[src/rtl/sfe_defs.vh]
// Purpose: Shared constants of the serial flash wipe-command block.
// Assumes: 50 MHz system clock; 32M-byte array (25 address bits).
// Notes:   Opcodes and wipe times are plain defaults; edit here only.
`ifndef SFE_DEFS_VH
`define SFE_DEFS_VH
// ==========================================================
// Command opcodes
`define SFE_OP_WRITE_UNLOCK 8'h06
`define SFE_OP_WIPE_4K 8'h20
`define SFE_OP_WIPE_32K 8'h52
`define SFE_OP_WIPE_64K 8'hD8
`define SFE_OP_WIPE_CHIP 8'hC7
`define SFE_OP_WIPE_CHIP_ALT 8'h60
// ==========================================================
// Array geometry
`define SFE_AW 25
`define SFE_BLK_W 9
`define SFE_BLK_TOP 9'h1FF
`define SFE_BLK_BOTTOM 9'h000
`define SFE_BLK_COUNT 10'h200
`define SFE_SEC_LSB 12
`define SFE_HALF_LSB 15
`define SFE_BLK_LSB 16
// ==========================================================
// Frame bit counts (opcode, opcode plus 3 or 4 address bytes)
`define SFE_CNT_W 6
`define SFE_BITS_OPC 6'h08
`define SFE_BITS_3B 6'h20
`define SFE_BITS_4B 6'h28
`define SFE_BITS_SAT 6'h30
// ==========================================================
// Wipe kinds reported to the array
`define SFE_KIND_4K 2'h0
`define SFE_KIND_32K 2'h1
`define SFE_KIND_64K 2'h2
`define SFE_KIND_CHIP 2'h3
// Protect level at and above which the whole array is locked
`define SFE_BP_ALL 4'hA
// ==========================================================
// Timing: figures in microseconds, clock in MHz
`define SFE_CLK_MHZ 32'd50
`define SFE_T_SECTOR_WIPE_US 32'd30000
`define SFE_T_HALF_BLOCK_WIPE_US 32'd150000
`define SFE_T_BLOCK_WIPE_US 32'd300000
`define SFE_T_WHOLE_WIPE_US 32'd60000000
`endif

[src/rtl/sfe_erase_top.v]
// Purpose: Wipe-command handling of a serial NOR flash (4K/32K/64K/chip).
// Assumes: Host link is slow against clk_in; all host link pins are resynchronised.
// Notes:   Data sampled on serial clock rise (mode 0); array acts on pulses.
`timescale 1ns/1ps
`include "sfe_defs.vh"
module sfe_erase_top #(
    parameter [31:0] T_SECTOR_WIPE_CYC = `SFE_T_SECTOR_WIPE_US * `SFE_CLK_MHZ,
    parameter [31:0] T_HALF_BLOCK_WIPE_CYC = `SFE_T_HALF_BLOCK_WIPE_US * `SFE_CLK_MHZ,
    parameter [31:0] T_BLOCK_WIPE_CYC = `SFE_T_BLOCK_WIPE_US * `SFE_CLK_MHZ,
    parameter [31:0] T_WHOLE_WIPE_CYC = `SFE_T_WHOLE_WIPE_US * `SFE_CLK_MHZ
) (
    input wire clk_in,
    input wire nrst_in,
    input wire chip_sel_n_in,
    input wire serial_clk_in,
    input wire [3:0] sio_lines_in,
    input wire quad_cmd_mode_in,
    input wire wide_addr_mode_in,
    input wire upper_addr_bits_in,
    input wire [3:0] protect_level_bits_in,
    input wire protect_scheme_select_in,
    input wire lock_block_in,
    input wire [15:0] top_sector_lock_in,
    input wire [15:0] bottom_sector_lock_in,
    output wire busy_flag_out,
    output wire write_unlock_flag_out,
    output wire [8:0] lock_query_blk_out,
    output wire array_wipe_out,
    output wire [1:0] array_wipe_kind_out,
    output wire [24:0] array_wipe_addr_out,
    output wire cmd_reject_out
);
    // ==========================================================
    // State codes
    localparam [1:0] ST_IDLE = 2'b00; // Waiting for a command
    localparam [1:0] ST_WALK = 2'b01; // Stepping blocks of a chip wipe
    localparam [1:0] ST_WAIT = 2'b10; // Self-timed wipe running

    // ==========================================================
    // Pin synchronisation and edge finding
    wire [5:0] pins_s; // Synced {sio[3:0], sclk, ~cs_n}
    reg sclk_d_q; // Previous synced serial clock
    reg cs_d_q; // Previous synced select

    sfe_sync2 #(
        .W(6)
    ) u_sync (
        .clk_in(clk_in),
        .nrst_in(nrst_in),
        .async_in({sio_lines_in, serial_clk_in, ~chip_sel_n_in}),
        .sync_out(pins_s)
    );

    wire cs_n_s = ~pins_s[0]; // Reset reads deselected
    wire sclk_s = pins_s[1]; // Serial clock
    wire [3:0] sio_s = pins_s[5:2]; // Data lines
    wire sclk_rise = sclk_s & ~sclk_d_q; // Sample point
    wire cs_rise = cs_n_s & ~cs_d_q; // Frame end
    wire cs_fall = ~cs_n_s & cs_d_q; // Frame start

    // Edge history flops
    always @(posedge clk_in or negedge nrst_in) begin
        if (!nrst_in) begin
            sclk_d_q <= 1'b0;
            cs_d_q <= 1'b1;
        end else begin
            sclk_d_q <= sclk_s;
            cs_d_q <= cs_n_s;
        end
    end

    // ==========================================================
    // Frame shifter
    reg [39:0] shift_q; // Opcode and address bits, newest in low end
    reg [5:0] bit_cnt_q; // Bits taken this frame, saturating
    reg [7:0] opcode_q; // Opcode once eight bits are in

    // Shift and count on each serial clock rise
    always @(posedge clk_in or negedge nrst_in) begin
        if (!nrst_in) begin
            shift_q <= 40'h00_0000_0000;
            bit_cnt_q <= 6'h00;
            opcode_q <= 8'h00;
        end else if (cs_fall) begin
            // New frame clears the count
            bit_cnt_q <= 6'h00;
            opcode_q <= 8'h00;
        end else if (sclk_rise && !cs_n_s) begin
            if (quad_cmd_mode_in) begin
                // Quad: four bits a clock, opcode in two clocks
                shift_q <= {shift_q[35:0], sio_s};
                if (bit_cnt_q < `SFE_BITS_SAT) begin
                    bit_cnt_q <= bit_cnt_q + 6'h04;
                end
                if (bit_cnt_q == 6'h04) begin
                    opcode_q <= {shift_q[3:0], sio_s};
                end
            end else begin
                // Single line: upper lines are ignored
                shift_q <= {shift_q[38:0], sio_s[0]};
                if (bit_cnt_q < `SFE_BITS_SAT) begin
                    bit_cnt_q <= bit_cnt_q + 6'h01;
                end
                if (bit_cnt_q == 6'h07) begin
                    opcode_q <= {shift_q[6:0], sio_s[0]};
                end
            end
        end
    end

    // ==========================================================
    // Command decode at frame end
    wire op_4k = (opcode_q == `SFE_OP_WIPE_4K);
    wire op_32k = (opcode_q == `SFE_OP_WIPE_32K);
    wire op_64k = (opcode_q == `SFE_OP_WIPE_64K);
    wire op_chip = (opcode_q == `SFE_OP_WIPE_CHIP) || (opcode_q == `SFE_OP_WIPE_CHIP_ALT);
    wire op_unlock = (opcode_q == `SFE_OP_WRITE_UNLOCK);
    wire op_addr = op_4k | op_32k | op_64k; // Address-bearing wipes
    wire op_wipe = op_addr | op_chip;

    // Exact length wanted: opcode plus three or four address bytes
    wire [5:0] need_bits = wide_addr_mode_in ? `SFE_BITS_4B : `SFE_BITS_3B;
    wire frame_ok = op_addr ? (bit_cnt_q == need_bits)
                            : (bit_cnt_q == `SFE_BITS_OPC);

    // Upper bit from wide address or from the upper address setting
    wire [24:0] tgt_addr = wide_addr_mode_in ? shift_q[24:0]
                                             : {upper_addr_bits_in, shift_q[23:0]};
    wire [8:0] tgt_blk = tgt_addr[24:`SFE_BLK_LSB];
    wire [3:0] tgt_sec = tgt_addr[15:`SFE_SEC_LSB];
    wire tgt_upper_half = tgt_addr[`SFE_HALF_LSB];

    // ==========================================================
    // Protection checks
    reg [1:0] state_q; // Sequencer state
    reg [8:0] qblk_q; // Block under lock query / walk index
    wire [9:0] bp_thr = `SFE_BLK_COUNT -
                        (10'h001 << (protect_level_bits_in - 4'h1)); // First locked block
    wire bp_any = (protect_level_bits_in != 4'h0);
    wire bp_locked = bp_any && ((protect_level_bits_in >= `SFE_BP_ALL) ||
                                ({1'b0, tgt_blk} >= bp_thr)); // Level scheme, top down

    // Sector locks of the edge block that holds the target, if any
    wire is_top = (tgt_blk == `SFE_BLK_TOP);
    wire is_bot = (tgt_blk == `SFE_BLK_BOTTOM);
    wire [15:0] edge_locks = is_top ? top_sector_lock_in :
                             (is_bot ? bottom_sector_lock_in : 16'h0000);
    wire [7:0] half_locks = tgt_upper_half ? edge_locks[15:8] : edge_locks[7:0];
    wire edge_blk = is_top | is_bot;

    // Individual scheme: lock answer for qblk_q, which tracks tgt_blk while idle
    reg indiv_locked; // Target locked under individual scheme
    always @* begin
        indiv_locked = lock_block_in;
        if (edge_blk) begin
            if (op_4k) begin
                indiv_locked = edge_locks[tgt_sec];
            end else if (op_32k) begin
                indiv_locked = lock_block_in | (|half_locks);
            end else begin
                indiv_locked = lock_block_in | (|edge_locks);
            end
        end
    end

    // Chip wipe refused in level scheme when any level is set
    wire prot_hit = op_chip ? (~protect_scheme_select_in & bp_any)
                            : (protect_scheme_select_in ? indiv_locked
                                                        : bp_locked);

    // ==========================================================
    // Acceptance
    reg busy_q; // Busy flag
    reg unlock_q; // Write unlock flag
    wire frame_end = cs_rise;
    wire accept = frame_end && op_wipe && frame_ok && unlock_q
                  && !busy_q && !prot_hit;
    wire unlock_set = frame_end && op_unlock && (bit_cnt_q == `SFE_BITS_OPC);

    // ==========================================================
    // Walk lock answer for the current walk block
    wire walk_top = (qblk_q == `SFE_BLK_TOP);
    wire walk_bot = (qblk_q == `SFE_BLK_BOTTOM);
    wire walk_skip = lock_block_in | (walk_top & (|top_sector_lock_in))
                     | (walk_bot & (|bottom_sector_lock_in));

    // ==========================================================
    // Timer
    reg tmr_start_q; // One-cycle start pulse
    reg [31:0] tmr_load_q; // Duration for the running wipe
    wire tmr_done;
    sfe_wipe_timer u_timer (
        .clk_in(clk_in),
        .nrst_in(nrst_in),
        .start_in(tmr_start_q),
        .load_in(tmr_load_q),
        .run_out(),
        .done_out(tmr_done)
    );

    // Duration by kind
    reg [31:0] dur_sel; // Duration of the decoded kind
    reg [1:0] kind_sel; // Kind of the decoded command
    always @* begin
        if (op_4k) begin
            dur_sel = T_SECTOR_WIPE_CYC;
            kind_sel = `SFE_KIND_4K;
        end else if (op_32k) begin
            dur_sel = T_HALF_BLOCK_WIPE_CYC;
            kind_sel = `SFE_KIND_32K;
        end else if (op_64k) begin
            dur_sel = T_BLOCK_WIPE_CYC;
            kind_sel = `SFE_KIND_64K;
        end else begin
            dur_sel = T_WHOLE_WIPE_CYC;
            kind_sel = `SFE_KIND_CHIP;
        end
    end

    // Aligned base address of the region to wipe
    reg [24:0] base_sel; // Region base
    always @* begin
        if (op_4k) begin
            base_sel = {tgt_addr[24:`SFE_SEC_LSB], 12'h000};
        end else if (op_32k) begin
            base_sel = {tgt_addr[24:`SFE_HALF_LSB], 15'h0000};
        end else if (op_64k) begin
            base_sel = {tgt_addr[24:`SFE_BLK_LSB], 16'h0000};
        end else begin
            base_sel = 25'h000_0000;
        end
    end

    // ==========================================================
    // Sequencer, flags and array pulses
    reg wipe_q; // Array wipe pulse
    reg [1:0] kind_q; // Kind of that pulse
    reg [24:0] addr_q; // Base of that pulse
    reg reject_q; // Refused wipe pulse

    always @(posedge clk_in or negedge nrst_in) begin
        if (!nrst_in) begin
            state_q <= ST_IDLE;
            qblk_q <= 9'h000;
            busy_q <= 1'b0;
            unlock_q <= 1'b0;
            wipe_q <= 1'b0;
            kind_q <= `SFE_KIND_4K;
            addr_q <= 25'h000_0000;
            reject_q <= 1'b0;
            tmr_start_q <= 1'b0;
            tmr_load_q <= 32'h0000_0000;
        end else begin
            wipe_q <= 1'b0;
            tmr_start_q <= 1'b0;
            reject_q <= frame_end && op_wipe && !accept;
            // Unlock set wins over a same-cycle end-of-wipe clear
            if (unlock_set) begin
                unlock_q <= 1'b1;
            end else if (tmr_done && state_q == ST_WAIT) begin
                unlock_q <= 1'b0;
            end
            case (state_q)
                ST_IDLE: begin
                    qblk_q <= tgt_blk;
                    if (accept) begin
                        busy_q <= 1'b1;
                        tmr_load_q <= dur_sel;
                        if (op_chip && protect_scheme_select_in) begin
                            // Per-block walk, locked blocks skipped
                            qblk_q <= 9'h000;
                            state_q <= ST_WALK;
                        end else begin
                            wipe_q <= 1'b1;
                            kind_q <= kind_sel;
                            addr_q <= base_sel;
                            tmr_start_q <= 1'b1;
                            state_q <= ST_WAIT;
                        end
                    end
                end
                ST_WALK: begin
                    if (!walk_skip) begin
                        wipe_q <= 1'b1;
                        kind_q <= `SFE_KIND_64K;
                        addr_q <= {qblk_q, 16'h0000};
                    end
                    qblk_q <= qblk_q + 9'h001;
                    if (qblk_q == `SFE_BLK_TOP) begin
                        tmr_start_q <= 1'b1;
                        state_q <= ST_WAIT;
                    end
                end
                ST_WAIT: begin
                    if (tmr_done) begin
                        busy_q <= 1'b0;
                        state_q <= ST_IDLE;
                    end
                end
                default: begin
                    state_q <= ST_IDLE;
                end
            endcase
        end
    end

    // ==========================================================
    // Outputs, all from flops
    assign busy_flag_out = busy_q;
    assign write_unlock_flag_out = unlock_q;
    assign lock_query_blk_out = qblk_q;
    assign array_wipe_out = wipe_q;
    assign array_wipe_kind_out = kind_q;
    assign array_wipe_addr_out = addr_q;
    assign cmd_reject_out = reject_q;
endmodule

[src/rtl/sfe_sync2.v]
// Purpose: Two-flop synchroniser for pins entering the clk_in domain.
// Assumes: Each bit is an independent level.
// Notes:   First stage feeds only the second stage.
`timescale 1ns/1ps
module sfe_sync2 #(
    parameter W = 6
) (
    input wire clk_in,
    input wire nrst_in,
    input wire [W-1:0] async_in,
    output wire [W-1:0] sync_out
);
    // ==========================================================
    // Per-bit double flop
    genvar i;
    generate
        for (i = 0; i < W; i = i + 1) begin : g_bit
            reg meta_q; // First stage, read only by stage two
            reg safe_q; // Second stage, safe to use
            always @(posedge clk_in or negedge nrst_in) begin
                if (!nrst_in) begin
                    meta_q <= 1'b0;
                    safe_q <= 1'b0;
                end else begin
                    meta_q <= async_in[i];
                    safe_q <= meta_q;
                end
            end
            assign sync_out[i] = safe_q;
        end
    endgenerate
endmodule

[src/rtl/sfe_wipe_timer.v]
// Purpose: Self-timed wipe duration counter.
// Assumes: load_in is at least one cycle.
// Notes:   done_out is a one-cycle pulse at the end of the count.
`timescale 1ns/1ps
module sfe_wipe_timer (
    input wire clk_in,
    input wire nrst_in,
    input wire start_in,
    input wire [31:0] load_in,
    output wire run_out,
    output wire done_out
);
    reg [31:0] cnt_q; // Cycles remaining
    reg run_q; // Counting
    reg done_q; // End pulse

    // ==========================================================
    // Down counter
    always @(posedge clk_in or negedge nrst_in) begin
        if (!nrst_in) begin
            cnt_q <= 32'h0000_0000;
            run_q <= 1'b0;
            done_q <= 1'b0;
        end else begin
            done_q <= 1'b0;
            if (start_in) begin
                // Zero load still lasts one cycle
                cnt_q <= (load_in == 32'h0000_0000) ? 32'h0000_0001 : load_in;
                run_q <= 1'b1;
            end else if (run_q) begin
                if (cnt_q == 32'h0000_0001) begin
                    run_q <= 1'b0;
                    done_q <= 1'b1;
                end
                cnt_q <= cnt_q - 32'h0000_0001;
            end
        end
    end

    assign run_out = run_q;
    assign done_out = done_q;
endmodule

[config.mk]
export PLATFORM = sky130hd
export DESIGN_NAME = sfe_erase_top
export DESIGN_NICKNAME = d
export VERILOG_FILES = /design/src/rtl/sfe_erase_top.v /design/src/rtl/sfe_sync2.v /design/src/rtl/sfe_wipe_timer.v
export VERILOG_INCLUDE_DIRS = /design/src /design/src/rtl
export SDC_FILE = /design/constraint.sdc
export NUM_CORES = 1
export LEC_CHECK = 0
export BUFFER_PORTS_ARGS = -buffer_cell sky130_fd_sc_hd__buf_2
export CAP_MARGIN = 20
export CORE_MARGIN = 1.5
export CORE_UTILIZATION = 45
export CTS_BUF_LIST = sky130_fd_sc_hd__clkbuf_4
export CTS_CLUSTER_DIAMETER = 120
export DETAILED_ROUTE_END_ITERATION = 7
export GPL_TIMING_DRIVEN = 0
export PLACE_DENSITY = 0.65
export SLEW_MARGIN = 10
export SYNTH_ARGS = -nofsm -noshare
export SYNTH_HDL_FRONTEND = slang
export SYNTH_SLANG_ARGS = --single-unit
[constraint.sdc]
create_clock -name clk_in -period 3.6 [get_ports clk_in]
set_input_delay 0.18 -clock clk_in [delete_from_list [all_inputs] [get_ports clk_in]]
set_output_delay 0.18 -clock clk_in [all_outputs]
set_load 0.005 [all_outputs]
Yosys cells after proc, flatten, opt, wreduce, memory -nomap -nowiden:

Index checks and enable logic that the tools add are counted.

* memory bits (read-only): 0
* memory bits (writable): 0
* latch bits: 0
* memories: 0
* word-level logic and storage cells: 191
* flip-flop bits (word level): 162
* bits of input ports: 49

* shift operators: 1
* magnitude comparators: 4
* multipliers: 0
* reductions and logical operators: 40
* equality and inequality tests: 21
* bitwise logic cells: 20
* div/mod/pow operators: 0
* multiplexer cells: 69
* add/subtract/negate cells: 6

Operator list (number)
* $mux W25: 8
* $mux W32: 6
* $pmux W25 S2: 1
* $mux W8: 6
* $reduce_or A16 Y1: 3
* $eq A32 B1 Y1 const B: 1
* $logic_not A32 Y1: 1
* $mux W16: 2
* $sub A32 B1 Y32 const B: 1
* $mux W6: 5
* $mux W1: 22
* $eq A9 B9 Y1 const B: 2
* $logic_not A9 Y1: 2
* $mux W2: 9
* $mux W9: 2
* $pmux W9 S2: 1
* $eq A8 B7 Y1 const B: 2
* $eq A8 B8 Y1 const B: 2
* $eq A6 B3 Y1 const B: 2
* $logic_and A1 B1 Y1: 12
* $reduce_bool A2 Y1: 6
* $ge A9 B10 Y1: 1
* $shl A1 B4 Y10 const A: 1
* $sub A10 B10 Y10 const A: 1
* 33 further kinds: 62

Logic depth before layout (Yosys ltp):

* depth in word-level cells: 16
* mapped depth: 18
* depth with buffers taken out: 14

By module:

Synthesis repeated with hierarchy kept, for this count alone.

* cell total of the unflattened synthesis: 895
* area, all modules: 8011.4 µm²

By module, submodules not included
* sfe_erase_top: area each 5566.6 µm², cells an instance 633, times used 1, seq. area each 2078.2 µm²
* sfe_wipe_timer: area each 2099.5 µm², cells an instance 244, times used 1, seq. area each 850.8 µm²
* sfe_sync2: area each 345.3 µm², cells an instance 18, times used 1, seq. area each 300.3 µm²

Worst setup path after synthesis:

Ideal clock, no wire load.

* kind: input port to flip-flop
* start: input port protect_level_bits_in[1]
* end: register addr_q[15], in the netlist array_wipe_addr_out[15]
* required time: 3.475 ns
* stages on the path: 15
* slack: 0.128 ns
* data arrival time: 3.347 ns
* cell sequence: clkbuf_1 or4b_2 ha_1 buf_1 xor2_1 ha_1 a21oi_1 o21ai_0 a41oi_1 o22ai_1 a2111oi_2 a22oi_2 o21a_4 buf_6 mux2_4

* longest elaborated chain between the ends: 12
* elaborated cells between the ends (all ways): 15
* classes of those cells: add/sub: 2; order compare: 2; eq/ne: 1; shift: 1; mux: 2; bitwise: 1; reduce/logical: 6

RTL lines
* start: declaration: line sfe_erase_top.v:20 `input wire [3:0] protect_level_bits_in,`
* $sub A4 B1 Y4: line sfe_erase_top.v:138 `(10'h001 << (protect_level_bits_in - 4'h1));`
* $shl A1 B4 Y10: line sfe_erase_top.v:138
* $sub A10 B10 Y10 (no line)
* $ge A9 B10 Y1: line sfe_erase_top.v:141 `({1'b0, tgt_blk} >= bp_thr));`
* $logic_or A1 B1 Y1: line sfe_erase_top.v:140 `` wire bp_locked = bp_any && ((protect_level_bits_in >= `SFE_BP_ALL) || ``
* $logic_and A1 B1 Y1: line sfe_erase_top.v:140
* $mux W1: line sfe_erase_top.v:168 `: (protect_scheme_select_in ? indiv_locked`
* $mux W1 *: line sfe_erase_top.v:167 `wire prot_hit = op_chip ? (~protect_scheme_select_in & bp_any)`
* $logic_not A1 Y1 *: line sfe_erase_top.v:177 `&& !busy_q && !prot_hit;`
* $logic_and A1 B1 Y1 *: line sfe_erase_top.v:177
* $ne A2 B2 Y1 (no line) *
* $reduce_and A4 Y1 (no line) *
* end signal: assignment: line sfe_erase_top.v:276 `addr_q <= base_sel;`
* end signal: assignment: line sfe_erase_top.v:286 `addr_q <= {qblk_q, 16'h0000};`
* end: declaration: line sfe_erase_top.v:238 `reg [24:0] addr_q;`

Every way passes the cells marked *; elsewhere a longest branch is shown, timed or not.
A chain may end at the register's enable or synchronous reset.

Worst setup path in the final report:

* start: input port protect_level_bits_in[2]
* end: register addr_q[18], in the netlist array_wipe_addr_out[18]

Same word-level chain as after synthesis.

==> run metrics <==
type of the worst setup path=input pin to flop; Post-Synthesis Cells=777; commonest non-fill, non-tap cell in the layout=dfrtp_1; vias per cell=5.47; status=finished clean; Pleak=3.90 nW; Max-Cap Viols=0; Critical Path Sink Type=flop; Die ar.=0.0173 mm2; FP Rows=46; I/O pin cnt=89; Tightest Pin Transition=745 ps; Clock Path Buffers=2; share of layout cells above drive strength 1=0.206; Clock Sinks=129; final wirelength=18,200 um; CTS clk-pin slew, worst paths=120 ps; Die Span Y=132 um; ANT nets after route=0; Seq/Total Area, Yosys=0.433; all-layer global routing usage=0.215; EDFF count, synth=0; hold depth=5; WP buf/inv=4; Place WS=-255 ps; worst path cell trace=buf_2, clkbuf_1, or4b_2, ha_1, buf_1, xor2_1, ha_1, a21oi_1, o21ai_0, a41oi_1, o22ai_1, a2111oi_2, a22oi_2, o21a_4, buf_6, mux2_4; period utilization=0.929; Initial DRC Count=440; CTS tree=yes; Finished Layout Cells=1,118; DRC Markers=0; initial antenna violation count=1; adder and majority gate portion of the synthesized area=0.0336; Netlist Area Pre-Place=0.00745 mm2; Max IR drop VDD=0.000208 V; largest net degree at the start of global routing=69; total grt overflow=0; P per Cell Area=399 mW/mm2; Reg2Reg Depth=9; port bufs=73; RR Endpoint=cmd_reject_out; max incr delay on CP=640 ps; Final min period=3340 ps; vias in the first global route=5,773; First-pass DRT Iterations=5; worst clock skew=16.8 ps; top cells by area in the synthesized netlist=dfrtp_1 (43%), nor2_1 (4.5%), mux2_2 (3.9%), nand2_1 (3.4%), ha_1 (3.4%); GPL Wtd Cong=0.928; Distinct cells, synth=84; critical path peak fanout=10; FMAX=299 MHz; Max H-tree Level=4; Area growth syn-to-layout=14.1%; commonest cells after routing, fill and taps aside=dfrtp_1 (128), nor2_1 (90), buf_2 (77); placed cells=1,078; reg2reg setup slack=340 ps; post-route cell area=0.00850 mm2; RSZ-0062 raised after global routing=no; # nets final=957; Post-DP Area=0.00816 mm2; worst min path class=input pin to flop; TritonCTS Buffers=17; Seq cells post-synth=129; cell mode on critical path=ha_1; CP top delay family=compound AO/OA/AOI/OAI gates; Endpoint, Worst Hold=state_q[0]; DP HPWL=13,500 um; # fillers=1,538; mux share of post-synthesis cell area=0.0944; YS warnings=0; Finish-stage setup viols=0; Worst-Skew Late Latency=540 ps; Slew headroom=0.503; final worst setup slack=256 ps; cell taking the most area after synthesis=dfrtp_1; CP arrival=3770 ps; Layout Utilization=0.531; Synth Area in XOR/XNOR=0.0388; CTS Root Cell=clkbuf_4; Routed WL per cell=16.3 um; worst hold start=protect_scheme_select_in; Compound-Gate Fraction of Synth Area=0.149; Initial Util=0.466; worst reg2reg startpoint=shift_q[20]; Simple-Gate Fraction of Synth Area=0.198; global-route wire length before repair=29,800 um; Total Power=3.39 mW; Post-Syn Area per Cell=9.59 um2; Setup Total Neg Slack=0 ps; CP startpoint kind=input pin; Final Hold Viols=0; Hold WS=97.2 ps; Die W=132 um; Via Count=6,118; Setup Fix Bufs, Post-CTS=0; combinational family with the most area after synthesis=simple AND/OR/NAND/NOR gates; fin. max-slew vios=0; Primary FF master, synth=dfrtp_1; Core Area=0.0160 mm2; critical path's slowest cell=or4b_2; Crit path required time=4020 ps; asr flop ratio synth=1.00; top cell type's share of synthesized area=0.430
## cell usage after synthesis, types with 4 or more instances
master    instances
or2_2             4
nor3_1           21
a21o_1            6
xnor2_1          20
a211oi_1          5
nor2b_1          10
o22ai_1           7
a21oi_1          48
or3_1            10
nor4_1           18
nor4bb_1          4
a22o_1            8
mux2_2           26
nor2_1           90
o21ai_0          38
buf_1             5
mux2i_1          23
nand4_1           7
and3_1           10
xor2_1           13
inv_1            31
nand2_1          67
nand3_1          11
and2_1            4
clkbuf_1         26
nand2b_1          5
buf_4            12
buf_2             5
dfrtp_1         128
ha_1             20
mux2_4            9
a221oi_1          6
## registers in the layout (all words and copies together) (netlist names), 6 cells and up
name / count
u_sync.g_bit.meta_q: 6
opcode_q: 8
array_wipe_addr_out: 13
tmr_load_q: 11
u_sync.g_bit.safe_q: 6
shift_q: 25
u_timer.cnt_q: 32
lock_query_blk_out: 9
bit_cnt_q: 6
## how the worst max path moves through the flow
stage / startpoint / to / slack, ps / cells past startpoint
floorplan: protect_level_bits_in[1] / array_wipe_addr_out[15] / 130 / 15
global placement: protect_level_bits_in[2] / array_wipe_addr_out[21] / -240 / 16
detailed placement: protect_level_bits_in[2] / array_wipe_addr_out[22] / -250 / 16
CTS: shift_q[21] / cmd_reject_out / 110 / 9
global route: protect_level_bits_in[2] / array_wipe_addr_out[21] / 50 / 16
finish: protect_level_bits_in[2] / array_wipe_addr_out[18] / 260 / 16
## power by group
group,total (mW),internal (mW),switching (mW)
clock,0.894,0.333,0.561
combinational,0.760,0.349,0.411
sequential,1.74,1.58,0.164
## final cells by class
| cell class | count | area [um2] | area share |
|---|---|---|---|
| diodes | 1 | 2.50 | 0.000294 |
| plain buffers | 51 | 265 | 0.0312 |
| clock buffers | 17 | 128 | 0.0150 |
| clock inverters | 15 | 120 | 0.0141 |
| inverters | 32 | 120 | 0.0141 |
| multi-input cells | 576 | 3900 | 0.458 |
| flip-flops and latches | 129 | 3230 | 0.380 |
| well taps | 216 | 270 | 0.0318 |
| repair buffers | 81 | 469 | 0.0552 |
## cells by family after synthesis
group / Yosys count
AOI/OAI and AO/OA: 164
muxes: 60
and+or+nand+nor: 287
buffers and inverters: 83
DFF: 129
adders and majority gates: 20
other: 1
xor gates and xnor gates: 33
## tightest hold or removal path, delay by kind of cell
kind | cells | cell delay (ps)
buffers and inverters | 1 | 130
AND/OR/NAND/NOR | 3 | 200
AO/OA/AOI/OAI | 1 | 110
## metal layers
layer | share of wire | wire length [um] | vias up | GRT usage
met2 | 0.45 | 8200 | 166 | 0.330
met1 | 0.49 | 8820 | 2928 | 0.310
met3 | 0.053 | 955 | 21 | 0.0444
met5 | 0 | 0 | - | 0
li1 | - | - | 3003 | -
met4 | 0.011 | 197 | 0 | 0.0549
## what timing repair did
action                                  CTS  global route
endpoints found under the setup margin    0             1
resized for setup                         0             3
hold buffers                              7             0
endpoints found under the hold margin    67             0
Note: power is estimated with default switching activity, not from simulation.
